===== config.mk =====
export PLATFORM = sky130hd
export DESIGN_NAME = nac_regs
export DESIGN_NICKNAME = d
export VERILOG_FILES = /design/src/design/nac_pkg.sv /design/src/design/nac_regs.sv
export SDC_FILE = /design/constraint.sdc
export NUM_CORES = 1
export LEC_CHECK = 0
export ABC_AREA = 1
export CORE_MARGIN = 5
export CORE_UTILIZATION = 50
export CTS_BUF_LIST = sky130_fd_sc_hd__clkbuf_8
export DETAILED_ROUTE_END_ITERATION = 16
export DONT_BUFFER_PORTS = 1
export MAX_ROUTING_LAYER = met4
export PLACE_DENSITY_LB_ADDON = 0.2
export SYNTH_ARGS = -nofsm -noshare
export SYNTH_HDL_FRONTEND = slang
export SYNTH_SLANG_ARGS = --single-unit

===== constraint.sdc =====
create_clock -name clock -period 4.05 [get_ports clock]
set_input_delay 0.6075 -clock clock [delete_from_list [all_inputs] [get_ports clock]]
set_output_delay 0.6075 -clock clock [all_outputs]
set_load 0.02 [all_outputs]

===== src/design/nac_pkg.sv =====
// package for the nvm access and command strobe register group
// assumes a single 20 MHz clock domain and a plain register port
package nac_pkg;
    // ************************************************************
    // register map
    // ************************************************************
    localparam logic [7:0] NAC_ADDR_WORD   = 8'h0B;
    localparam logic [7:0] NAC_ADDR_RDATA  = 8'h0C;
    localparam logic [7:0] NAC_ADDR_STAT   = 8'h0E;
    localparam logic [7:0] NAC_ADDR_CMD    = 8'h10;
    localparam logic [7:0] NAC_ADDR_IRQST  = 8'h20;
    localparam logic [7:0] NAC_ADDR_IRQMSK = 8'h21;
    localparam logic [7:0] NAC_RESET_BYTE  = 8'h00;
    localparam int NAC_WORD_ADDR_MSB       = 6;
    localparam int NAC_STAT_BUSY_BIT       = 3;
    localparam int NAC_STAT_READ_BIT       = 2;
    // ************************************************************
    // command bits
    // ************************************************************
    localparam int NAC_CMD_MEASURE  = 7;
    localparam int NAC_CMD_ARMCLR   = 6;
    localparam int NAC_CMD_CCCLR    = 5;
    localparam int NAC_CMD_CAL      = 4;
    localparam int NAC_CMD_RELOAD   = 2;
    localparam int NAC_CMD_FULLRST  = 0;
    // ************************************************************
    // interrupt status bits
    // ************************************************************
    localparam int NAC_IRQ_READ_DONE   = 0;
    localparam int NAC_IRQ_RELOAD_DONE = 1;
    localparam int NAC_IRQ_WIDTH       = 2;
    // ************************************************************
    // timing
    // ************************************************************
    localparam int NAC_CLK_HZ          = 20_000_000;
    localparam int NAC_LOAD_MAX_US     = 400;
    localparam int NAC_LOAD_CYCLES     = NAC_LOAD_MAX_US * (NAC_CLK_HZ / 1_000_000);
    localparam int NAC_READ_NS         = 200;
    localparam int NAC_READ_CYCLES     = (NAC_READ_NS * (NAC_CLK_HZ / 1_000_000) + 999) / 1000;
    localparam int NAC_CNT_W           = 14;

    typedef enum {NAC_IDLE, NAC_READ, NAC_CLEAR, NAC_LOAD} nac_state_e;

    typedef struct packed {
        logic       write;
        logic       read;
        logic [7:0] addr;
        logic [7:0] wdata;
    } nac_bus_s;

    typedef struct packed {
        logic measureStart;
        logic resultClearArm;
        logic chargeCountClear;
        logic chargeCalibrationStart;
        logic defaultsReload;
        logic fullReset;
    } nac_cmd_s;
endpackage


===== src/design/nac_regs.sv =====
// nvm access, status and command strobe register group
// assumes host register port on the same clock; nvm array answers in fixed time
//
// Summary of operation
// - a 7-bit read-write nvm word address sits in the low bits of the address register.
// - the read-only data register shows the last nvm read word and resets to zero.
// - setting the read command bit starts a read and the busy flag stays high until it ends.
// - writing one to command bit 7 starts exactly one supply measurement.
// - command bit 6 arms loading of the next conversion into all three 12-bit results.
// - writing one to command bit 5 zeroes all charge counters.
// - writing one to command bit 4 starts charge counter calibration.
// - writing one to command bit 2 rereads the nvm and restores control register defaults.
// - during a defaults reload from command bit 2 alone, converters enabled by default stay enabled throughout.
// - writing one to command bit 0 clears all registers like a brownout, then reloads defaults.
//
// Implementation choice: the plain strobed port.
`timescale 1ns/1ps
`default_nettype none
module nac_regs
#(
    parameter int LOAD_CYCLES = nac_pkg::NAC_LOAD_CYCLES
)
(
    input  wire logic             clock,
    input  wire logic             nrst,
    input  wire nac_pkg::nac_bus_s bus,
    output logic [7:0]            rdata,
    output nac_pkg::nac_cmd_s     cmd,
    output logic                  nvmReadReq,
    output logic [6:0]            nvmAddr,
    input  wire logic [7:0]       nvmData,
    output logic                  regsClear,
    output logic                  defaultsLoading,
    output logic                  modesHeldOff,
    output logic                  irq
);
    import nac_pkg::*;

    // ************************************************************
    // reset release
    // ************************************************************
    logic rstSync1;
    logic rstSync2;
    logic rstN;

    always_ff @(posedge clock or negedge nrst)
    begin
        if (!nrst)
        begin
            rstSync1 <= 1'b0;
            rstSync2 <= 1'b0;
        end
        else
        begin
            rstSync1 <= 1'b1;
            rstSync2 <= rstSync1;
        end
    end
    assign rstN = rstSync2;

    // ************************************************************
    // decode
    // ************************************************************
    logic wrWord;
    logic wrStat;
    logic wrCmd;
    logic wrIrqSt;
    logic wrIrqMsk;
    logic readGo;
    logic fullGo;
    logic reloadGo;

    assign wrWord   = bus.write && (bus.addr == NAC_ADDR_WORD);
    assign wrStat   = bus.write && (bus.addr == NAC_ADDR_STAT);
    assign wrCmd    = bus.write && (bus.addr == NAC_ADDR_CMD);
    assign wrIrqSt  = bus.write && (bus.addr == NAC_ADDR_IRQST);
    assign wrIrqMsk = bus.write && (bus.addr == NAC_ADDR_IRQMSK);
    assign readGo   = wrStat && bus.wdata[NAC_STAT_READ_BIT];
    assign fullGo   = wrCmd && bus.wdata[NAC_CMD_FULLRST];
    assign reloadGo = wrCmd && bus.wdata[NAC_CMD_RELOAD];

    // ************************************************************
    // nvm sequencer
    // ************************************************************
    nac_state_e            state_reg;
    logic [NAC_CNT_W-1:0]  count_reg;
    logic [7:0]            readData_reg;
    logic [6:0]            wordAddr_reg;
    logic                  busy;
    logic                  readDone;
    logic                  loadDone;
    logic                  holdModes_reg;

    assign busy     = (state_reg != NAC_IDLE);
    assign readDone = (state_reg == NAC_READ) && (count_reg == '0);
    assign loadDone = (state_reg == NAC_LOAD) && (count_reg == '0);

    // full reset wins over a reload or read issued in the same write
    always_ff @(posedge clock or negedge rstN)
    begin
        if (!rstN)
        begin
            state_reg <= NAC_IDLE;
            count_reg <= '0;
        end
        else
        begin
            case (state_reg)
                NAC_IDLE:
                begin
                    if (fullGo)
                    begin
                        state_reg <= NAC_CLEAR;
                    end
                    else if (reloadGo)
                    begin
                        state_reg <= NAC_LOAD;
                        count_reg <= NAC_CNT_W'(LOAD_CYCLES - 1);
                    end
                    else if (readGo)
                    begin
                        state_reg <= NAC_READ;
                        count_reg <= NAC_CNT_W'(NAC_READ_CYCLES - 1);
                    end
                end
                NAC_READ:
                begin
                    if (count_reg == '0)
                        state_reg <= NAC_IDLE;
                    else
                        count_reg <= count_reg - 1'b1;
                end
                NAC_CLEAR:
                begin
                    state_reg <= NAC_LOAD;
                    count_reg <= NAC_CNT_W'(LOAD_CYCLES - 1);
                end
                NAC_LOAD:
                begin
                    if (count_reg == '0)
                        state_reg <= NAC_IDLE;
                    else
                        count_reg <= count_reg - 1'b1;
                end
                default:
                begin
                    state_reg <= NAC_IDLE;
                end
            endcase
        end
    end

    // read, reload and full reset commands arriving while busy are dropped; software must poll busy first
    always_ff @(posedge clock or negedge rstN)
    begin
        if (!rstN)
            readData_reg <= NAC_RESET_BYTE;
        else if (state_reg == NAC_CLEAR)
            readData_reg <= NAC_RESET_BYTE;
        else if (readDone)
            readData_reg <= nvmData;
    end

    always_ff @(posedge clock or negedge rstN)
    begin
        if (!rstN)
            wordAddr_reg <= '0;
        else if (state_reg == NAC_CLEAR)
            wordAddr_reg <= '0;
        else if (wrWord)
            wordAddr_reg <= bus.wdata[NAC_WORD_ADDR_MSB:0];
    end

    assign nvmAddr         = wordAddr_reg;
    assign nvmReadReq      = (state_reg == NAC_READ);
    assign regsClear       = (state_reg == NAC_CLEAR);
    assign defaultsLoading = (state_reg == NAC_LOAD);
    // a reload leaves modes untouched so enabled converters stay up
    assign modesHeldOff    = (state_reg == NAC_CLEAR)
                             || ((state_reg == NAC_LOAD) && holdModes_reg);

    always_ff @(posedge clock or negedge rstN)
    begin
        if (!rstN)
            holdModes_reg <= 1'b0;
        else if (state_reg == NAC_CLEAR)
            holdModes_reg <= 1'b1;
        else if (state_reg == NAC_IDLE)
            holdModes_reg <= 1'b0;
    end

    // ************************************************************
    // command strobes
    // ************************************************************
    always_ff @(posedge clock or negedge rstN)
    begin
        if (!rstN)
            cmd <= '0;
        else
        begin
            cmd.measureStart           <= wrCmd && bus.wdata[NAC_CMD_MEASURE];
            cmd.resultClearArm         <= wrCmd && bus.wdata[NAC_CMD_ARMCLR];
            cmd.chargeCountClear       <= wrCmd && bus.wdata[NAC_CMD_CCCLR];
            cmd.chargeCalibrationStart <= wrCmd && bus.wdata[NAC_CMD_CAL];
            cmd.defaultsReload         <= reloadGo && !fullGo && !busy;
            cmd.fullReset              <= fullGo && !busy;
        end
    end

    // ************************************************************
    // interrupts
    // ************************************************************
    logic [NAC_IRQ_WIDTH-1:0] irqStat_reg;
    logic [NAC_IRQ_WIDTH-1:0] irqMask_reg;
    logic [NAC_IRQ_WIDTH-1:0] irqEvent;

    assign irqEvent = {loadDone, readDone};

    // set wins over a write-one clear in the same cycle
    always_ff @(posedge clock or negedge rstN)
    begin
        if (!rstN)
            irqStat_reg <= '0;
        else if (state_reg == NAC_CLEAR)
            irqStat_reg <= '0;
        else
            irqStat_reg <= (irqStat_reg & ~({NAC_IRQ_WIDTH{wrIrqSt}}
                           & bus.wdata[NAC_IRQ_WIDTH-1:0])) | irqEvent;
    end

    always_ff @(posedge clock or negedge rstN)
    begin
        if (!rstN)
            irqMask_reg <= '0;
        else if (state_reg == NAC_CLEAR)
            irqMask_reg <= '0;
        else if (wrIrqMsk)
            irqMask_reg <= bus.wdata[NAC_IRQ_WIDTH-1:0];
    end

    assign irq = |(irqStat_reg & irqMask_reg);

    // ************************************************************
    // read port
    // ************************************************************
    always_ff @(posedge clock or negedge rstN)
    begin
        if (!rstN)
            rdata <= NAC_RESET_BYTE;
        else if (bus.read)
        begin
            case (bus.addr)
                NAC_ADDR_WORD:   rdata <= {1'b0, wordAddr_reg};
                NAC_ADDR_RDATA:  rdata <= readData_reg;
                NAC_ADDR_STAT:   rdata <= {4'h0, busy, nvmReadReq, 2'h0};
                NAC_ADDR_IRQST:  rdata <= {6'h00, irqStat_reg};
                NAC_ADDR_IRQMSK: rdata <= {6'h00, irqMask_reg};
                default:         rdata <= NAC_RESET_BYTE;
            endcase
        end
        else
            rdata <= NAC_RESET_BYTE;
    end

    // ************************************************************
    // checks
    // ************************************************************
    // repetition count must stay literal: four read cycles at 20 MHz
    busy_after_read_a: assert property (@(posedge clock) disable iff (!rstN)
        (readGo && !busy) |=> busy [*4] ##1 !busy)
        else $error("busy does not span the nvm read");
    data_capture_a: assert property (@(posedge clock) disable iff (!rstN)
        readDone |=> (readData_reg == $past(nvmData)))
        else $error("read data not captured");
    addr_write_a: assert property (@(posedge clock) disable iff (!rstN)
        (wrWord && !fullGo && !busy) |=> (nvmAddr == $past(bus.wdata[6:0])))
        else $error("address not stored");
    measure_pulse_a: assert property (@(posedge clock) disable iff (!rstN)
        cmd.measureStart |=> !cmd.measureStart || $past(wrCmd && bus.wdata[7]))
        else $error("measure strobe held");
    ccclr_pulse_a: assert property (@(posedge clock) disable iff (!rstN)
        (wrCmd && bus.wdata[5]) |=> cmd.chargeCountClear)
        else $error("counter clear missing");
    cal_pulse_a: assert property (@(posedge clock) disable iff (!rstN)
        (wrCmd && bus.wdata[4]) |=> cmd.chargeCalibrationStart)
        else $error("calibration start missing");
    arm_pulse_a: assert property (@(posedge clock) disable iff (!rstN)
        (wrCmd && bus.wdata[6]) |=> cmd.resultClearArm)
        else $error("result clear arm missing");
    reload_keep_a: assert property (@(posedge clock) disable iff (!rstN)
        (reloadGo && !fullGo && !busy) |=> defaultsLoading && !modesHeldOff)
        else $error("reload disturbed converter modes");
    full_reset_a: assert property (@(posedge clock) disable iff (!rstN)
        (fullGo && !busy) |=> regsClear ##1 (defaultsLoading && modesHeldOff))
        else $error("full reset sequence wrong");
    cmd_reads_zero_a: assert property (@(posedge clock) disable iff (!rstN)
        (bus.read && bus.addr == NAC_ADDR_CMD) |=> (rdata == 8'h00))
        else $error("command register read not zero");
    cover_read_c: cover property (@(posedge clock) disable iff (!rstN) readDone);
    cover_reload_c: cover property (@(posedge clock) disable iff (!rstN) cmd.defaultsReload);
    cover_full_c: cover property (@(posedge clock) disable iff (!rstN) loadDone && holdModes_reg);
    cover_measure_c: cover property (@(posedge clock) disable iff (!rstN) cmd.measureStart);
    cover_irq_c: cover property (@(posedge clock) disable iff (!rstN) irq);
    clear_one_cycle_a: assert property (@(posedge clock) disable iff (!rstN)
        regsClear |=> !regsClear)
        else $error("clear step longer than one cycle");
    clear_wipes_a: assert property (@(posedge clock) disable iff (!rstN)
        regsClear |=> (nvmAddr == '0) && (readData_reg == NAC_RESET_BYTE)
            && (irqMask_reg == '0))
        else $error("full reset left registers set");
    full_wins_a: assert property (@(posedge clock) disable iff (!rstN)
        (fullGo && reloadGo && !busy) |=> regsClear && !cmd.defaultsReload)
        else $error("reload issued beside full reset");
    reload_pulse_a: assert property (@(posedge clock) disable iff (!rstN)
        (reloadGo && !fullGo && !busy) |=> cmd.defaultsReload && !cmd.fullReset)
        else $error("reload strobe wrong");
    status_busy_a: assert property (@(posedge clock) disable iff (!rstN)
        (bus.read && bus.addr == NAC_ADDR_STAT) |=> (rdata[NAC_STAT_BUSY_BIT] == $past(busy)))
        else $error("busy flag misreported");
    rdata_read_a: assert property (@(posedge clock) disable iff (!rstN)
        (bus.read && bus.addr == NAC_ADDR_RDATA) |=> (rdata == $past(readData_reg)))
        else $error("data register misreported");
    rdata_idle_a: assert property (@(posedge clock) disable iff (!rstN)
        !bus.read |=> (rdata == NAC_RESET_BYTE))
        else $error("read data outside a read");
    read_event_a: assert property (@(posedge clock) disable iff (!rstN)
        readDone |=> irqStat_reg[NAC_IRQ_READ_DONE])
        else $error("read done flag not set");
    irq_clear_a: assert property (@(posedge clock) disable iff (!rstN)
        (wrIrqSt && bus.wdata[NAC_IRQ_READ_DONE] && !readDone && !regsClear)
            |=> !irqStat_reg[NAC_IRQ_READ_DONE])
        else $error("status flag not cleared");
    load_event_a: assert property (@(posedge clock) disable iff (!rstN)
        loadDone |=> irqStat_reg[NAC_IRQ_RELOAD_DONE] && !busy)
        else $error("load done flag not set");
    strobe_quiet_a: assert property (@(posedge clock) disable iff (!rstN)
        !wrCmd |=> !cmd.measureStart && !cmd.resultClearArm && !cmd.chargeCountClear
            && !cmd.chargeCalibrationStart && !cmd.defaultsReload && !cmd.fullReset)
        else $error("command strobe without a write");
endmodule
`default_nettype wire


### Yosys cells after proc, flatten, opt, wreduce, memory -nomap -nowiden

Cells that the tools add are included.

| cells by class | value |
|---|---|
| mux-type cells | 21 |
| bitwise operators | 5 |
| eq/ne operators | 17 |
| add/sub/neg operators | 1 |
| reduce and logical (&&, ||, !) cells | 34 |

Operator list:

| kind | number |
|---|---|
| $mux 32 | 4 |
| $eq 32x2->1 const B | 3 |
| $pmux 32 s3 | 1 |
| $eq 32x3->1 const B | 2 |
| $logic_not 32->1 | 2 |
| $mux 14 | 4 |
| $pmux 14 s3 | 1 |
| $pmux 8 s5 | 1 |
| $eq 32x1->1 const B | 1 |
| $reduce_bool 32->1 | 1 |
| $eq 8x4->1 const B | 3 |
| $mux 8 | 3 |
| $logic_and 1x1->1 | 18 |
| $eq 8x6->1 const B | 2 |
| $logic_not 14->1 | 1 |
| $mux 7 | 2 |
| $sub 14x1->14 const B | 1 |
| $eq 8x5->1 const B | 1 |
| $reduce_bool 2->1 | 4 |
| $and 2x2->2 | 3 |
| $mux 2 | 3 |
| $ne 2x2->1 const B | 2 |
| $ne 4x4->1 const B | 1 |
| $reduce_and 4->1 | 1 |
| 10 further kinds | 13 |

| word-level totals | value |
|---|---|
| bits in registers | 82 |
| bits of input ports | 28 |

### Logic depth before layout (Yosys ltp)

| depth | value |
|---|---|
| depth in word-level cells | 7 |
| mapped depth | 9 |
| gate-level depth less buffers | 9 |

### Worst setup path before layout

Ideal clock, no wire load.

| timing path | value |
|---|---|
| path type | reg2out |
| start point | reg state_reg[0] |
| end point | out modesHeldOff |
| path buffers | 2 |
| path slack | 2372 ps |
| arrival | 1071 ps |
| cell stages (with the launch flop) | 4 |
| path through | dfrtp_1 -> buf_6 -> clkbuf_1 -> a21oi_1 |

| on the way | value |
|---|---|
| cells in the longest elaborated chain, start to end | 3 |

Ends and longest elaborated chain:

| element | RTL line | RTL |
|---|---|---|
| start: declaration | nac_regs.sv:85 | `nac_state_e state_reg;` |
| start signal: assignment | nac_regs.sv:103 | `state_reg <= NAC_IDLE;` |
| start signal: assignment | nac_regs.sv:113 | `state_reg <= NAC_CLEAR;` |
| start signal: assignment | nac_regs.sv:117 | `state_reg <= NAC_LOAD;` |
| $eq 32x3->1 | nac_regs.sv:180 | `\|\| ((state_reg == NAC_LOAD) && holdModes_reg);` |
| $logic_and 1x1->1 | nac_regs.sv:180 |  |
| $logic_or 1x1->1 (*) | nac_regs.sv:180 |  |
| end: declaration | nac_regs.sv:34 | `output logic modesHeldOff,` |

Every way passes the cells marked *; elsewhere a longest branch is shown, timed or not.

### Worst setup path after layout

| timing path | value |
|---|---|
| start point | reg state_reg[0] |
| end point | out nvmReadReq |

| on the way | value |
|---|---|
| cells in the longest elaborated chain, start to end | 1 |

Ends and longest elaborated chain:

| element | RTL line | RTL |
|---|---|---|
| $eq 32x2->1 | nac_regs.sv:175 | `assign nvmReadReq = (state_reg == NAC_READ);` |
| end: declaration | nac_regs.sv:29 | `output logic nvmReadReq,` |

Every way passes these cells.

==> reports/results.txt <==
Largest register FFs: 14
row cnt: 27
final cell count without fillers: 446
P_sw: 0.213 mW
register area: 0.00130 mm2
All-Layer GR Usage: 0.197
post-route ant nets: 0
Synth Area in Simple Gates: 0.370
maximum clock path buffer count: 2
Via-to-Cell Ratio: 5.30
Sw Ratio: 0.245
most frequent cells in the layout: nand2_1, dfrtp_1, nor2_1
drt pass-1 iters: 5
drt drc: 0
H-tree levels: 2
clock share of power: 0.356
gr busiest metal: met1
leakage power: 1.51 nW
Synth cell types: 30
worst vdd ir: 0.191 mV
data arrival time of the critical path: 1.93 ns
CP peak stage delay: 0.80 ns
Num CTS Buffers: 5
first-pass GRT wire length: 10800 um
clk root buf: clkbuf_8
status: complete, no violations
Worst-Skew Late Latency: 0.32 ns
number of setup violations in the final report: 0
compound-cell area share of the yosys netlist: 0.0666
final setup TNS: 0 ns
io pins: 54
#FFs+latches synth: 52
Gate Count Post-Synth: 369
met1 Use GR: 0.286
TritonCTS clock tree: yes
initial core utilization: 0.507
Core Box Area: 0.00541 mm2
Final Power: 0.870 mW
type of element launching the critical path: register
Rel. slew slack: 0.274
initial antenna violation count: 0
number of global-route vias before repair: 2179
mux cell area share after synthesis: 0
unrepaired setup endpoints after global routing: no
grt total ovfl: 0
area share of xor/xnor cells in the synthesized design: 0.00639
Fin. Hold Viols: 0
fraction of the mapped netlist area in adder cells: 0.00456
critical-path cell list: inv_1 > nor2_1
slowest CP cell: dfrtp_1
clock sink count: 52
Syn. warnings: 0
wire length per cell: 14.1 um
pwr dens: 299 mW/mm2
clock-pin slew on the worst setup and hold paths: 0.10 ns
max_cap viols: 0
Worst-Margin Slew: 1.09 ns
cell-internal power: 0.657 mW
HPWL Detailed: 4780 um
largest family of logic cells by synthesized area: simple AND/OR/NAND/NOR gates
final WL: 6290 um
routability cong.: 0.893
Layout area overhead: 5.98%
Tcrit/Tclk final: 0.627
Seq pwr share: 0.623
Min-Delay Path Class: reg -> reg
Fin Clk Skew: 0.0174 ns
Mean Syn Cell Area: 7.43 um2
DR vias: 2366
fillers: 553
CP required: 3.44 ns
die area: 0.00707 mm2
hold_ws: 0.365 ns
commonest non-fill, non-tap cell in the layout: nand2_1
Placed Cells: 437
part of the power in combinational logic: 0.021
IO Port Bufs: 0
die boundary width: 84.1 um
Post-CTS Resized: 0
CP Capture Type: primary output
GR Layer Usage met3: 0.0454
Seq/Total Area, Yosys: 0.474
area of the multi-input gates: 0.00123 mm2
met2 Usage GRT: 0.275
NumNets Final: 402
Die Height: 84.1 um
largest net degree at the start of global routing: 51
Place WS: 1.72 ns
Syn Nets: 398
Slew Limit Fails: 0
Final Critical Period: 2.54 ns
kind of critical path: reg -> out
Worst Path Max Fanout: 18
ANT cells: 0
final worst slack: 1.51 ns
max frequency: 394 MHz
initial DRC count: 110
mapped cell area: 0.00274 mm2
layout cells sized above 1: 0.0775
## synth_stat cells
| cell | count | area share |
|---|---|---|
| o31ai_1 | 4 | 0.011 |
| inv_2 | 3 | 0.0041 |
| o211ai_1 | 1 | 0.0027 |
| inv_1 | 45 | 0.062 |
| nand4_1 | 6 | 0.014 |
| nand4_2 | 1 | 0.0046 |
| a22o_1 | 1 | 0.0032 |
| a31oi_1 | 1 | 0.0023 |
| nor2_4 | 5 | 0.021 |
| nand3_1 | 37 | 0.068 |
| o21ai_0 | 13 | 0.024 |
| nor3_1 | 1 | 0.0018 |
| nand3_2 | 1 | 0.0036 |
| buf_2 | 1 | 0.0018 |
| nand3_4 | 1 | 0.0064 |
| nor4_1 | 1 | 0.0023 |
| o21ai_1 | 4 | 0.0073 |
| nor2_1 | 46 | 0.063 |
| xnor2_1 | 1 | 0.0032 |
| clkbuf_1 | 1 | 0.0014 |
| nand2_2 | 3 | 0.0068 |
| xor2_1 | 1 | 0.0032 |
| conb_1 | 1 | 0.0014 |
| nand2_1 | 119 | 0.16 |
| nor2_2 | 6 | 0.014 |
| a21oi_1 | 9 | 0.016 |
| nand3b_1 | 1 | 0.0027 |
| buf_6 | 2 | 0.0082 |
| ha_1 | 1 | 0.0046 |
| dfrtp_1 | 52 | 0.47 |
## critical path, delay by kind of cell, from the launching register on
family | cells | cell delay [ns]
buffers and inverters | 1 | 0.28
and+or+nand+nor | 1 | 0.54
DFF | 1 | 0.80
## power by group through the flow
stage               Sequential [mW]  Clock, mW  Combinational (mW)
finish                        0.542      0.310              0.0183
global route                  0.544      0.347              0.0215
CTS                           0.542      0.324              0.0183
detailed placement            0.553          0              0.0172
global placement              0.553          0              0.0168
floorplan                     0.548          0              0.0143
## final timing paths
path	from	end	slack, ns	cells after the start
max in group asynchronous	rstN$_DFF_PN0_	count_reg[7]$_DFFE_PN0P_	2.88	0
hold / removal	rstSync1$_DFF_PN0_	rstN$_DFF_PN0_	0.36	0
hold reg to reg	rstSync1$_DFF_PN0_	rstN$_DFF_PN0_	0.36	0
setup reg to reg	state_reg[0]$_DFFE_PN0P_	readData_reg[7]$_DFFE_PN0P_	1.75	5
setup / recovery	state_reg[0]$_DFFE_PN0P_	nvmReadReq	1.51	2
min in group asynchronous	rstN$_DFF_PN0_	irqStat_reg[1]$_DFF_PN0_	0.47	0
## repair_timing
action / in CTS / in global routing
buffers inserted: 0 / 0
endpoints found under the hold margin: 2 / 0
hold buffers: 1 / 0
## final cells by class
| type | count | area share |
|---|---|---|
| Tap cell | 72 | 0.0310 |
| Clock inverter | 3 | 0.00861 |
| Multi-Input combinational cell | 265 | 0.423 |
| Timing Repair Buffer | 1 | 0.00344 |
| Clock buffer | 5 | 0.0237 |
| Inverter | 48 | 0.0620 |
| Sequential cell | 52 | 0.448 |
## metal layers
layer  share of wire  routed length (um)
met3           0.064                 405
met4           0.013                  81
met1            0.49                3060
met5               0                   0
met2            0.44                2750
## kinds of logic after synthesis
kind of cell / count (synthesis)
other: 1
XOR/XNOR: 2
adder cells (fa/ha/maj): 1
AND/OR/NAND/NOR: 228
flip-flops: 52
AO/OA/AOI/OAI: 33
buffers and inverters: 52
## per-stage QoR
step                      utilization  area [um2]
final                           0.538        2910
after global routing            0.538        2910
after CTS                       0.538        2910
after detailed placement        0.519        2800
after global placement          0.519        2800
after floorplan                     -        2740
Note: power is estimated with default switching activity, not from simulation.
